`src/hw/usbdbg_pkg.sv`:
```
// Package: register map, field positions, reset values and carrier types
package usbdbg_pkg;
  localparam logic [7:0] ADDR_SCRATCH = 8'h16;
  localparam logic [7:0] ADDR_SCRATCH_SET = 8'h17;
  localparam logic [7:0] ADDR_SCRATCH_CLR = 8'h18;
  localparam logic [7:0] ADDR_PWR_CTRL = 8'h3d;
  localparam logic [7:0] ADDR_EVT_STATUS = 8'h40;
  localparam logic [7:0] RST_SCRATCH = 8'h00;
  localparam logic [7:0] RST_PWR_CTRL = 8'h00;
  localparam int BIT_STRESS_EN = 0;
  localparam int BIT_SPARE_LO = 1;
  localparam int BIT_BVALID_RISE = 2;
  localparam int BIT_BVALID_FALL = 3;
  localparam int BIT_IDRES_EN = 4;
  localparam int BIT_IDFLOAT_EN = 5;
  localparam int BIT_SUPPLY_EN = 6;
  localparam int BIT_SPARE_HI = 7;
  localparam int NUM_SRC = 6;
  localparam logic [1:0] HTRANS_NONSEQ = 2'b10;
  localparam logic [31:0] WORD_ZERO = 32'h0000_0000;

  // Monitored internal signals, sampled on MCLK
  typedef struct packed {
    logic supply_input_ok_monitor;
    logic id_pin_floating;
    logic id_resistor_detect_a;
    logic id_resistor_detect_b;
    logic id_resistor_detect_c;
    logic abnormal_stress_detect;
    logic bvalid;
  } usbdbg_mon_s;

  // Report handed to the RX CMD framer
  typedef struct packed {
    logic alt_int;
    logic [NUM_SRC-1:0] cause;
  } usbdbg_rpt_s;
endpackage

```
`src/hw/usbdbg_regs.sv`:
```
// Top: scratch and debug-event register bank on AHB-Lite
`timescale 1ns/10ps
`default_nettype none
module usbdbg_regs
  import usbdbg_pkg::*;
(
  input wire logic MCLK,
  input wire logic SYS_RST,
  input wire logic HSEL,
  input wire logic [31:0] HADDR,
  input wire logic [1:0] HTRANS,
  input wire logic HWRITE,
  input wire logic [2:0] HSIZE,
  input wire logic [31:0] HWDATA,
  input wire logic HREADY,
  output logic [31:0] HRDATA,
  output logic HREADYOUT,
  output logic HRESP,
  input wire usbdbg_mon_s MON,
  input wire logic LINK_BUSY,
  output logic RXCMD_SEND,
  output usbdbg_rpt_s RXCMD_RPT,
  output logic [7:0] SCRATCH_OUT
);
  logic [7:0] scratch_q;
  logic [7:0] pwr_q;
  logic wr_pend_q;
  logic [7:0] wr_addr_q;
  logic [31:0] rdata_q;
  logic [6:0] any_edge;
  logic [6:0] rise_edge;
  logic [NUM_SRC-1:0] evt;
  logic alt_evt;
  logic [NUM_SRC-1:0] pend;

  // Address phase decode
  wire addr_valid = HSEL & HREADY & HTRANS[1];
  wire rd_take = addr_valid & ~HWRITE;
  wire wr_take = addr_valid & HWRITE;
  wire [7:0] a_idx = HADDR[9:2]; // word index; byte address is four times it
  wire hi_zero = (HADDR[31:10] == 22'h0);
  wire aligned = (HADDR[1:0] == 2'b00);
  wire addr_ok = hi_zero & aligned;
  wire [7:0] wd = HWDATA[7:0];
  wire [7:0] w_addr = wr_addr_q;
  wire wr_scr = wr_pend_q & (w_addr == ADDR_SCRATCH);
  wire wr_set = wr_pend_q & (w_addr == ADDR_SCRATCH_SET);
  wire wr_clr = wr_pend_q & (w_addr == ADDR_SCRATCH_CLR);
  wire wr_pwr = wr_pend_q & (w_addr == ADDR_PWR_CTRL);
  wire is_scr = (a_idx == ADDR_SCRATCH) | (a_idx == ADDR_SCRATCH_SET) |
                (a_idx == ADDR_SCRATCH_CLR);

  // Scratch next value: direct, set alias, clear alias
  wire [7:0] scratch_d = wr_scr ? wd :
                         wr_set ? (scratch_q | wd) :
                         wr_clr ? (scratch_q & ~wd) :
                         scratch_q;

  // Power-control next value; reserved bits kept as written
  wire [7:0] pwr_d = wr_pwr ? wd : pwr_q;

  // Read selection; a write in its data phase shows through to a read behind it
  wire [31:0] rd_mux = !addr_ok ? WORD_ZERO :
                       is_scr ? {24'h000000, scratch_d} :
                       (a_idx == ADDR_PWR_CTRL) ? {24'h000000, pwr_d} :
                       (a_idx == ADDR_EVT_STATUS) ? {26'h0000000, pend} :
                       WORD_ZERO;

  // Bus state and registers
  always_ff @(posedge MCLK) begin
    if (SYS_RST) begin
      scratch_q <= RST_SCRATCH;
      pwr_q <= RST_PWR_CTRL;
      wr_pend_q <= 1'b0;
      wr_addr_q <= 8'h00;
      rdata_q <= WORD_ZERO;
    end else begin
      scratch_q <= scratch_d;
      if (wr_pwr) begin
        pwr_q <= wd; // reserved bits stored as written
      end
      wr_pend_q <= wr_take & addr_ok;
      wr_addr_q <= a_idx;
      if (rd_take) begin
        rdata_q <= rd_mux;
      end
    end
  end

  // Enabled events per source; cause index order as the report vector
  assign evt[5] = pwr_q[BIT_SUPPLY_EN] & any_edge[6];
  assign evt[4] = pwr_q[BIT_IDFLOAT_EN] & any_edge[5];
  assign evt[3] = pwr_q[BIT_IDRES_EN] & (|any_edge[4:2]);
  assign evt[2] = pwr_q[BIT_BVALID_FALL] & any_edge[0] & ~rise_edge[0];
  assign evt[1] = pwr_q[BIT_BVALID_RISE] & rise_edge[0];
  assign evt[0] = pwr_q[BIT_STRESS_EN] & any_edge[1];
  assign alt_evt = evt[2] | evt[1];

  usbdbg_edge u_edge (
    .clk(MCLK),
    .rst(SYS_RST),
    .mon(MON),
    .any_edge(any_edge),
    .rise_edge(rise_edge)
  );

  usbdbg_pend u_pend (
    .clk(MCLK),
    .rst(SYS_RST),
    .evt(evt),
    .alt_evt(alt_evt),
    .bus_busy(LINK_BUSY),
    .send_q(RXCMD_SEND),
    .rpt_q(RXCMD_RPT),
    .pend_q(pend)
  );

  // Read data and scratch outputs from flops; zero wait states, always OKAY
  assign HRDATA = rdata_q;
  assign HREADYOUT = 1'b1;
  assign HRESP = 1'b0;
  assign SCRATCH_OUT = scratch_q;
endmodule
`default_nettype wire

```
`src/hw/usbdbg_edge.sv`:
```
// Edge detector for the monitored signals
`timescale 1ns/10ps
`default_nettype none
module usbdbg_edge
  import usbdbg_pkg::*;
(
  input wire logic clk,
  input wire logic rst,
  input wire usbdbg_mon_s mon,
  output logic [6:0] any_edge,
  output logic [6:0] rise_edge
);
  logic [6:0] prev_q;
  logic primed_q;

  // Hold last sample; first sample after reset reports no edge
  always_ff @(posedge clk) begin
    if (rst) begin
      prev_q <= 7'h00;
      primed_q <= 1'b0;
    end else begin
      prev_q <= mon;
      primed_q <= 1'b1;
    end
  end

  // Per-bit transition flags
  genvar i;
  generate
    for (i = 0; i < 7; i++) begin : g_bit
      assign any_edge[i] = primed_q & (mon[i] ^ prev_q[i]);
      assign rise_edge[i] = primed_q & mon[i] & ~prev_q[i];
    end
  endgenerate
endmodule
`default_nettype wire

```
`src/hw/usbdbg_pend.sv`:
```
// Pending-report holder: events wait until the link bus is free
`timescale 1ns/10ps
`default_nettype none
module usbdbg_pend
  import usbdbg_pkg::*;
(
  input wire logic clk,
  input wire logic rst,
  input wire logic [NUM_SRC-1:0] evt,
  input wire logic alt_evt,
  input wire logic bus_busy,
  output logic send_q,
  output usbdbg_rpt_s rpt_q,
  output logic [NUM_SRC-1:0] pend_q
);
  logic alt_pend_q;
  logic fire;
  assign fire = ~bus_busy & ((|pend_q) | (|evt));

  // Accumulate events; events in the send cycle join that report
  always_ff @(posedge clk) begin
    if (rst) begin
      pend_q <= '0;
      alt_pend_q <= 1'b0;
      send_q <= 1'b0;
      rpt_q <= '0;
    end else begin
      send_q <= fire;
      if (fire) begin
        rpt_q.cause <= pend_q | evt;
        rpt_q.alt_int <= alt_pend_q | alt_evt;
        pend_q <= '0;
        alt_pend_q <= 1'b0;
      end else begin
        pend_q <= pend_q | evt;
        alt_pend_q <= alt_pend_q | alt_evt;
      end
    end
  end
endmodule
`default_nettype wire

```
`config.mk`:
```
export PLATFORM = sky130hd
export DESIGN_NAME = usbdbg_regs
export DESIGN_NICKNAME = d
export VERILOG_FILES = /design/src/hw/usbdbg_pkg.sv /design/src/hw/usbdbg_regs.sv /design/src/hw/usbdbg_edge.sv /design/src/hw/usbdbg_pend.sv
export SDC_FILE = /design/constraint.sdc
export NUM_CORES = 1
export LEC_CHECK = 0
export ABC_AREA = 1
export BUFFER_PORTS_ARGS = -buffer_cell sky130_fd_sc_hd__buf_2
export CORE_MARGIN = 8
export CORE_UTILIZATION = 34
export CTS_CLUSTER_SIZE = 8
export DETAILED_ROUTE_END_ITERATION = 8
export PLACE_DENSITY = 0.7
export SLEW_MARGIN = 10
export SYNTH_ARGS = -nofsm -noshare
export SYNTH_HDL_FRONTEND = slang
export SYNTH_SLANG_ARGS = --single-unit
```
`constraint.sdc`:
```
create_clock -name MCLK -period 2.71 [get_ports MCLK]
set_input_delay 0 -clock MCLK [delete_from_list [all_inputs] [get_ports MCLK]]
set_output_delay 0 -clock MCLK [all_outputs]
set_load 0.005 [all_outputs]
```
Yosys cells after proc, flatten, opt, wreduce, memory -nomap -nowiden --
Cells that the tools add are included.
Word-level totals: bits in registers 80, input port bits 82, output and inout port bits 50, logic and storage cells 83
Cells by class: equality and inequality tests 9, muxes and demuxes 9, bitwise operators 47, reduce and logical (&&, ||, !) cells 6
Operators with widths (number):
- $mux 8 | 7
- $eq 8x5->1 const B | 6
- $and 1x1->1 | 27
- $logic_not 22->1 | 1
- $eq 8x6->1 const B | 2
- $reduce_or 6->1 | 2
- $and 8x8->8 | 1
- $eq 8x7->1 const B | 1
- $not 8->8 | 1
- $or 8x8->8 | 1
- $xor 1x1->1 | 7
- $mux 6 | 1
- $or 6x6->6 | 1
- $or 1x1->1 | 5
- $not 1->1 | 4
- $reduce_or 3->1 | 1
- $logic_not 2->1 | 1
- $reduce_or 2->1 | 1
- $mux 1 | 1

Depth between registers and ports, before layout --
Gate-level depths: netlist of the first run.
depth in word-level cells 8, depth in mapped cells 10, mapped depth without buffers 10

Cells and area by module --
From an unflattened synthesis of the first run, not the netlist that was laid out.
Second synthesis, totals: cells, all modules 455, area, all modules 3078.0 sq um
By module, submodules not included:
- usbdbg_regs | times used 1, cells each 315, area an instance 2079.5 sq um, seq. area each 660.6 sq um
- usbdbg_pend | times used 1, cells each 74, area an instance 606.8 sq um, seq. area each 300.3 sq um
- usbdbg_edge | times used 1, cells each 66, area an instance 391.6 sq um, seq. area each 160.2 sq um

Least setup slack after synthesis of the first run --
No wires, ideal clock.
kind register to register, start point register u_edge.prev_q[6], end point register u_pend.pend_q[3], library setup time 70 ps, data arrival time 1190 ps, data required time 2640 ps, path slack 1449 ps, cell stages (with the launch flop) 8, buffers on the path 0, period minus slack after synthesis 1261 ps, path through dfxtp_1 or2_1 nand3_2 and2b_2 nand3_4 nand2_4 nand2_4 a21oi_1
On the way: cells in the longest elaborated chain, start to end 7
RTL lines:
- start: declaration | line usbdbg_edge.sv:13 | logic [6:0] prev_q;
- start signal: assignment | line usbdbg_edge.sv:22 | prev_q <= mon;
- $xor 1x1->1 | line usbdbg_edge.sv:31 | assign any_edge[i] = primed_q & (mon[i] ^ prev_q[i]);
- $and 1x1->1 | line usbdbg_edge.sv:31
- $and 1x1->1 | line usbdbg_regs.sv:91 | assign evt[5] = pwr_q[BIT_SUPPLY_EN] & any_edge[6];
- $reduce_or 6->1 | line usbdbg_pend.sv:18 | assign fire = ~bus_busy & ((|pend_q) | (|evt));
- $or 1x1->1 | line usbdbg_pend.sv:18
- $and 1x1->1 | line usbdbg_pend.sv:18
- $reduce_or 2->1 (no source line)
- end signal: assignment | line usbdbg_pend.sv:35 | pend_q <= pend_q | evt;
- end: declaration | line usbdbg_pend.sv:14 | output logic [NUM_SRC-1:0] pend_q
No other way between the ends. A chain may end at the register's enable or synchronous reset.

Worst setup path after layout of the first run --
start point register wr_addr_q[4], in the netlist w_addr[4], end point register rdata_q[2], in the netlist HRDATA[2]
On the way: cells in the longest elaborated chain, start to end 7, elaborated cells on any way between the ends 15, classes of those cells eq/ne: 4; mux: 7; bitwise: 4
RTL lines:
- start: declaration | line usbdbg_regs.sv:28 | logic [7:0] wr_addr_q;
- start signal: assignment | line usbdbg_regs.sv:83 | wr_addr_q <= a_idx;
- $eq 8x5->1 | line usbdbg_regs.sv:48 | wire wr_clr = wr_pend_q & (w_addr == ADDR_SCRATCH_CLR);
- $and 1x1->1 | line usbdbg_regs.sv:48
- $mux 8 | line usbdbg_regs.sv:56 | wr_clr ? (scratch_q & ~wd) :
- $mux 8 | line usbdbg_regs.sv:55 | wr_set ? (scratch_q | wd) :
- $mux 8 | line usbdbg_regs.sv:54 | wire [7:0] scratch_d = wr_scr ? wd :
- $mux 8 (*) | line usbdbg_regs.sv:64 | is_scr ? {24'h000000, scratch_d} :
- $mux 8 (*) | line usbdbg_regs.sv:63 | wire [31:0] rd_mux = !addr_ok ? WORD_ZERO :
- end signal: assignment | line usbdbg_regs.sv:85 | rdata_q <= rd_mux;
- end: declaration | line usbdbg_regs.sv:29 | logic [31:0] rdata_q;
Every way passes the cells marked *; elsewhere a longest branch is shown, timed or not.

==> results.tsv, run 1 <==
metric	value	unit
outcome	completed	
TritonCTS buffer count	5	
Remaining DRCs	0	
setup tns final	0	ns
post-synthesis compound-gate area fraction	6.53	%
CP Cell Sequence	nand2_1 > nor2_4 > nand3b_1 > nand3_1 > nand3_1 > nand3_1 > a21oi_1	
Power Dens Cells	415	mW/mm^2
row count	33	
mux cell area share after synthesis	0	%
Sink Count	56	
Tcrit/Tclk final	66.1	%
Area after DPL	0.00328	mm^2
die width	108	um
CP bufs+invs	0	
IO Pins	132	
Synth Area in Simple Gates	38.3	%
Slew Limit Fails	0	
Inst Count DP	585	
synth warn	0	
required time of the critical path	2.91	ns
worst min-delay path class	in2reg	
worst-skew pair later-pin latency	0.31	ns
FF/Latch Area	0.00112	mm^2
crit path kind	reg2reg	
vias per std cell	4.58	
clk buf depth	2	
synth-to-layout area growth	23.4	%
Setup crit start kind	flip-flop	
largest family of logic cells by synthesized area	simple AND/OR/NAND/NOR gates	
post-route ant nets	0	
largest net degree at the start of global routing	41	
slack of the critical path	0.919	ns
CP max FO	17	
full die area	0.0117	mm^2
fin crit period	1.79	ns
worst slack at placement	0.958	ns
#FFs+latches synth	56	
Adder-Cell Fraction of Synth Area	0	%
Worst-Margin Slew	0.571	ns
syn avg cell area	7.04	um^2
grt total ovfl	0	
CP most frequent cell	nand3_1	
Pre-Repair DR Iteration Count	5	
antenna violations before repair	0	
clock slew seen by the registers of the worst setup and hold paths	0.10	ns
vias in the first global route	2787	
# resized after CTS	0	
area leader, netlist	dfxtp_1	
Tot GR Track Use	12.9	%
wire per inst	12.3	um
WL final	7.51	mm
R2R cell count	7	
post-synth cell types	29	
CP max stage delay	0.38	ns
CP max-delay cell	nand3b_1	
Fmax	558	MHz
htree depth	2	
Hold Fails Final Rpt	0	
most common cell in the netlist	nand2_1	
Post-synth ARST share	0	%
nets@finish	588	
Crit path depth	7	
Starting DRT DRC Count	239	
port bufs	77	
first-pass GRT wire length	12.4	mm
worst hold path depth	3	
setup violators final	0	
top post-synthesis cells by count	nand2_1, nand3_1, dfxtp_1	
hold-fix buffers at CTS	19	
die height	108	um
via count	2801	
EDFF count, synth	0	
Root Driver	clkbuf_8	
max_cap viols	0	
Initial Utilization	35.2	%
register area share after synthesis	38.8	%
Rel. slew slack	61.7	%
Inserted Diodes	0	
final instance area	0.00357	mm^2
RSZ-0062 raised after global routing	false	
Pleak	1.74	nW
top cells by area, synth	dfxtp_1, nand3_1, nand2_1	
DP Wirelength	5.78	mm
worst reg-to-reg setup slack	0.92	ns
Finished Layout Cells	612	
Fillers	845	
total core area	0.00822	mm^2
VDD IR max	0.000226	V
total power	1.48	mW
routability cong.	0.815	
clk_skew	0.00637	ns
Worst Hold End	SCRATCH_OUT[3]	
area occupied by multi-input gates	0.00142	mm^2
post-synthesis instance total	411	
HP Start	HWDATA[3]	
Largest delay share family, worst path	simple AND/OR/NAND/NOR gates	
Yosys top cell area share	38.8	%
synthesized area	0.00289	mm^2
xor and xnor area share after synthesis	0.909	%
layout cell share with drive strength beyond 1	21.5	%
reg-to-reg endpoint	HRDATA[2]	
CP arrival	1.99	ns
Worst R2R Start	w_addr[4]	
Post-CTS Setup Bufs	0	
prevailing post-synth register cell	dfxtp_1	
endpoint class of the critical path	flip-flop	
CTS tree	yes	
[tightest hold or removal path: cells and delay by family]
| kind | cells | cell delay (ns) |
|---|---|---|
| compound gates | 1 | 0.06 |
| buf+inv | 1 | 0.12 |
| simple gates | 1 | 0.10 |
[per-layer routing]
metal	track usage [%]	share of wire [%]	vias to the layer above
met2	22.6	50	72
met1	14.8	43	1254
met5	0	0	-
met4	5.45	2.2	0
met3	2.74	5.1	16
li1	-	-	1459
[kinds of logic (layout without fill, tap and decap cells)]
group	count (synthesis)	in the layout
AO/OA/AOI/OAI	33	33
XOR/XNOR	3	3
buffers and inverters	90	162
flip-flops	56	56
other	2	26
AND/OR/NAND/NOR	227	227
[power by group]
| group | internal (mW) | switching [mW] | leakage [nW] |
|---|---|---|---|
| Sequential | 0.835 | 0.00844 | 0.455 |
| Combinational | 0.0661 | 0.0866 | 1.24 |
| Clock | 0.208 | 0.278 | 0.0434 |
[registers in the layout, summed over array words and instances, names as in the netlist]
| register | count |
|---|---|
| HRDATA | 8 |
| SCRATCH_OUT | 8 |
| pwr_q | 8 |
| w_addr | 8 |
| u_edge.prev_q | 7 |
| u_pend.rpt_q | 7 |
| u_pend.pend_q | 6 |
| u_edge.primed_q | 1 |
| u_pend.alt_pend_q | 1 |
| u_pend.send_q | 1 |
| wr_pend_q | 1 |
[placed cells by master, fill, tap and decap left out, types with 3 or more instances in the layout]
cell type	instances
dfxtp_1	56
buf_2	77
nor2_1	52
o21ai_0	6
a21oi_2	5
inv_2	3
nand2_1	74
a21oi_1	20
xnor2_1	3
conb_1	26
inv_1	52
clkbuf_8	6
dlygate4sd3_1	19
nand3_1	64
nand4_1	19
nor2_4	3
[cell type report]
type	count	share of cell area (%)
multi-input combinational	289	39.8
timing repair buffer	97	16.3
clock inverter	2	0.421
tap	105	3.68
clock buffer	6	2.31
inverter	57	6.00
sequential	56	31.4
[metrics by stage]
step           utilization, %  hold slack (ns)
2_1_floorplan               -            0.107
3_3_place_gp             39.9            0.222
3_5_place_dp             39.9            0.235
4_1_cts                  43.4         0.000840
5_1_grt                  43.4           0.0229
6_report                 43.4          0.00584
[worst max-delay path by stage]
stage,from,slack [ns],to
floorplan,u_edge.prev_q[6],1.45,u_pend.pend_q[3]
global placement,w_addr[5],1.0,HRDATA[2]
detailed placement,w_addr[5],0.96,HRDATA[3]
CTS,w_addr[5],0.94,HRDATA[2]
global route,w_addr[7],0.70,HRDATA[1]
finish,w_addr[4],0.92,HRDATA[2]
No activity file was read; power rests on OpenSTA's default activity.
==> inputs of run 2 (changes only) <==
Clock period 2.71 ns to 1.77 ns, I/O delays scaled along.
==> results.tsv, run 2 (synthesis gave the netlist of run 1 again) <==
metric	value	unit
Worst-Margin Slew	0.563	ns
routability cong.	0.813	
worst setup path end	HRDATA[2]	
die width	108	um
CTS tree	yes	
Fmax	640	MHz
Root Driver	clkbuf_8	
Worst R2R Start	w_addr[3]	
VDD IR max	0.000278	V
R2R cell count	7	
Hold Fails Final Rpt	0	
CP max stage delay	0.53	ns
htree depth	2	
Pleak	1.75	nW
most frequent cells in the layout	buf_2, nand2_1, nand3_1	
synth-to-layout area growth	24.1	%
nets@finish	591	
clk_skew	0.0136	ns
max_cap viols	0	
CP Cell Sequence	dlygate4sd3_1 > buf_2 > nor2_1 > nand2_1 > nor2_1 > nand2_1 > inv_1 > nand3_1 > nand3_1 > a21oi_1	
setup tns final	0	ns
Tcrit/Tclk final	88.2	%
Slew Limit Fails	0	
post-route ant nets	0	
largest net degree at the start of global routing	41	
Remaining DRCs	0	
most common cell after layout, fill and taps aside	buf_2	
# resized after CTS	0	
worst slack at placement	0.251	ns
worst-skew pair later-pin latency	0.32	ns
Rel. slew slack	62.2	%
slack of the critical path	0.208	ns
required time of the critical path	1.97	ns
WL final	7.58	mm
worst reg-to-reg setup slack	0.23	ns
endpoint class of the critical path	flip-flop	
crit path kind	in2reg	
CP arrival	1.76	ns
Inserted Diodes	0	
CP max-delay cell	dlygate4sd3_1	
setup violators final	0	
fin crit period	1.56	ns
Initial Utilization	35.2	%
DP Wirelength	5.84	mm
IO Pins	132	
Post-CTS Setup Bufs	0	
Sink Count	56	
first-pass GRT wire length	12.6	mm
vias in the first global route	2800	
final instance area	0.00359	mm^2
Pre-Repair DR Iteration Count	4	
reg-to-reg endpoint	HRDATA[2]	
TritonCTS buffer count	5	
Area after DPL	0.00329	mm^2
antenna violations before repair	0	
worst min-delay path class	in2reg	
RSZ-0062 raised after global routing	false	
outcome	completed	
Power Dens Cells	625	mW/mm^2
Tot GR Track Use	13.2	%
row count	33	
Worst Setup SP	HADDR[8]	
grt total ovfl	0	
via count	2849	
total core area	0.00822	mm^2
full die area	0.0117	mm^2
port bufs	77	
hold-fix buffers at CTS	21	
Worst Hold Slack	0.0101	ns
clock slew seen by the registers of the worst setup and hold paths	0.11	ns
wire per inst	12.3	um
layout cell share with drive strength beyond 1	21.4	%
vias per std cell	4.63	
Starting DRT DRC Count	139	
die height	108	um
clk buf depth	2	
Setup crit start kind	input pin	
final core occ	43.7	%
CP max FO	9	
run 2: worst min-delay path by stage:
stage	start	endpoint	slack, ns	cells after the start
floorplan	MON[1]	u_edge.prev_q[1]	0.11	2
global placement	MON[0]	u_edge.prev_q[0]	0.22	3
detailed placement	MON[0]	u_edge.prev_q[0]	0.23	3
CTS	HWDATA[1]	SCRATCH_OUT[1]	0.002	3
global route	HWDATA[4]	SCRATCH_OUT[4]	0.02	3
finish	HWDATA[4]	SCRATCH_OUT[4]	0.01	3
run 2: per-stage QoR:
stage	instances	power [mW]
2_1_floorplan	435	1.47
3_3_place_gp	586	1.52
3_5_place_dp	586	1.52
4_1_cts	615	2.26
5_1_grt	615	2.36
6_report	615	2.24
run 2: metal layers:
layer	track usage [%]	vias to the layer above	wire length, um
li1	-	1466	-
met2	23.2	93	3830
met4	5.15	0	155
met3	2.68	14	458
met1	15.2	1276	3140
met5	0	-	0
run 2: worst max-delay path: cells and delay by family:
family | cells | cell delay (ns)
compound gates | 1 | 0.06
buf+inv | 3 | 0.96
simple gates | 6 | 0.72
run 2: cell type report:
class / instances / area (um^2)
fill: 834 / 4630
clock buffer: 6 / 72.6
clock inverter: 2 / 16.3
multi-input combinational: 289 / 1420
timing repair buffer: 100 / 611
sequential: 56 / 1120
inverter: 57 / 214
tap: 105 / 131
run 2: power breakdown:
part	internal (mW)	switching [mW]	total, mW
Combinational	0.105	0.134	0.240
Sequential	1.28	0.0132	1.29
Clock	0.283	0.428	0.710
==> inputs of run 3 (changes only) <==
Settings changed: CORE_UTILIZATION 34 to 47, PLACE_DENSITY 0.7 to 0.89.
==> results.tsv, run 3 (synthesis gave the netlist of run 1 again) <==
metric	value	unit
IO Pins	132	
post-route ant nets	0	
antenna violations before repair	0	
CP max-delay cell	dlygate4sd3_1	
RSZ-0062 raised after global routing	false	
Logic pwr share	10.5	%
Pleak	1.74	nW
total core area	0.00592	mm^2
most frequent cells in the layout	buf_2, nand2_1, nand3_1	
CTS tree	yes	
DP Wirelength	5.85	mm
CP max stage delay	0.53	ns
clk buf depth	2	
Power Dens Cells	642	mW/mm^2
Pre-Repair DR Iteration Count	4	
setup tns final	0	ns
Hold Fails Final Rpt	0	
worst-skew pair later-pin latency	0.31	ns
HP Start	HWDATA[6]	
layout cell share with drive strength beyond 1	21.3	%
port bufs	77	
endpoint class of the critical path	flip-flop	
via count	2857	
Slew Limit Fails	0	
WL final	7.57	mm
Int Power	1.70	mW
Worst R2R Start	wr_pend_q	
area occupied by multi-input gates	0.00142	mm^2
row count	28	
Inserted Diodes	0	
Psw	0.560	mW
# resized after CTS	0	
R2R cell count	6	
max_cap viols	0	
clock slew seen by the registers of the worst setup and hold paths	0.10	ns
Root Driver	clkbuf_8	
grt total ovfl	0	
crit path kind	in2reg	
required time of the critical path	1.95	ns
clock power share	32.2	%
TritonCTS buffer count	5	
Remaining DRCs	0	
routability cong.	0.879	
Tot GR Track Use	16.8	%
full die area	0.00892	mm^2
most common cell after layout, fill and taps aside	buf_2	
vias in the first global route	2783	
worst hold path depth	3	
largest net degree at the start of global routing	41	
Fillers	562	
CP Cell Sequence	dlygate4sd3_1 > buf_2 > nor2_1 > nand2_1 > nor2_1 > nand2_1 > inv_1 > nand3_1 > nand3_1 > a21oi_1	
Worst Setup SP	HADDR[8]	
clk_skew	0.0104	ns
Setup crit start kind	input pin	
outcome	completed	
FF/Latch Area	0.00112	mm^2
htree depth	2	
Rel. slew slack	66.3	%
Tcrit/Tclk final	92.3	%
Initial Utilization	48.8	%
Sw Share	24.8	%
die width	94.4	um
CP max FO	9	
nets@finish	588	
fin crit period	1.63	ns
die height	94.4	um
Worst-Margin Slew	0.503	ns
first-pass GRT wire length	12.3	mm
setup violators final	0	
vias per std cell	4.91	
synth-to-layout area growth	21.8	%
Sink Count	56	
Flop pwr share	57.2	%
Starting DRT DRC Count	145	
Fmax	612	MHz
VDD IR max	0.000436	V
wire per inst	13.0	um
worst min-delay path class	in2reg	
Worst Hold Slack	0.00901	ns
CP arrival	1.81	ns
[run 3: cell types whose count changed in the layout (fill, tap and decap cells not counted)]
| cell | before | now |
|---|---|---|
| clkbuf_1 | 1 | 2 |
| dlygate4sd3_1 | 21 | 18 |
| clkinvlp_4 | 1 | 0 |
| clkbuf_8 | 5 | 6 |
| clkinv_4 | 1 | 0 |
[run 3: repair_timing]
item	CTS	global route
hold buffers	18	0
setup endpoints to repair	0	0
endpoints found under the hold margin	17	0
buffers inserted	0	0
[run 3: cell type report]
| class | count | share of cell area (%) |
|---|---|---|
| multi-input combinational | 289 | 40.4 |
| sequential | 56 | 31.8 |
| timing repair buffer | 97 | 16.5 |
| inverter | 57 | 6.08 |
| tap | 75 | 2.67 |
| clock buffer | 8 | 2.56 |
[run 3: power by group through the flow]
| stage | Combinational [mW] | Clock, mW | Sequential (mW) |
|---|---|---|---|
| floorplan | 0.154 | 0 | 1.32 |
| global placement | 0.195 | 0 | 1.32 |
| detailed placement | 0.202 | 0 | 1.32 |
| CTS | 0.233 | 0.745 | 1.29 |
| global route | 0.266 | 0.801 | 1.30 |
| finish | 0.238 | 0.729 | 1.29 |
[run 3: stage by stage]
stage               setup slack (ns)  utilization [%]  cell area (um^2)  cells  power (mW)
finish                         0.136             59.5              3520    582        2.26
CTS                            0.216             59.5              3520    582        2.27
global placement               0.343             54.9              3250    556        1.52
floorplan                      0.509                -              2980    435        1.47
detailed placement             0.281             54.9              3250    556        1.52
global route                  0.0427             59.5              3520    582        2.36
[run 3: final timing paths]
check	to	slack [ns]
min	SCRATCH_OUT[6]	0.009
max	HRDATA[1]	0.14
min reg2reg	u_pend.rpt_q[3]	0.47
max reg2reg	HRDATA[1]	0.24
[run 3: metal layers]
metal	part of all wire (%)	GRT usage, %	routed length (um)
met1	42	19.3	3160
met2	49	28.9	3680
met3	8.2	5.79	622
met4	1.5	4.76	114
met5	0	0	0
[run 3: critical path: cells and delay by family]
family,cells,cell delay (ns)
buf+inv,3,0.94
simple gates,6,0.80
compound gates,1,0.07
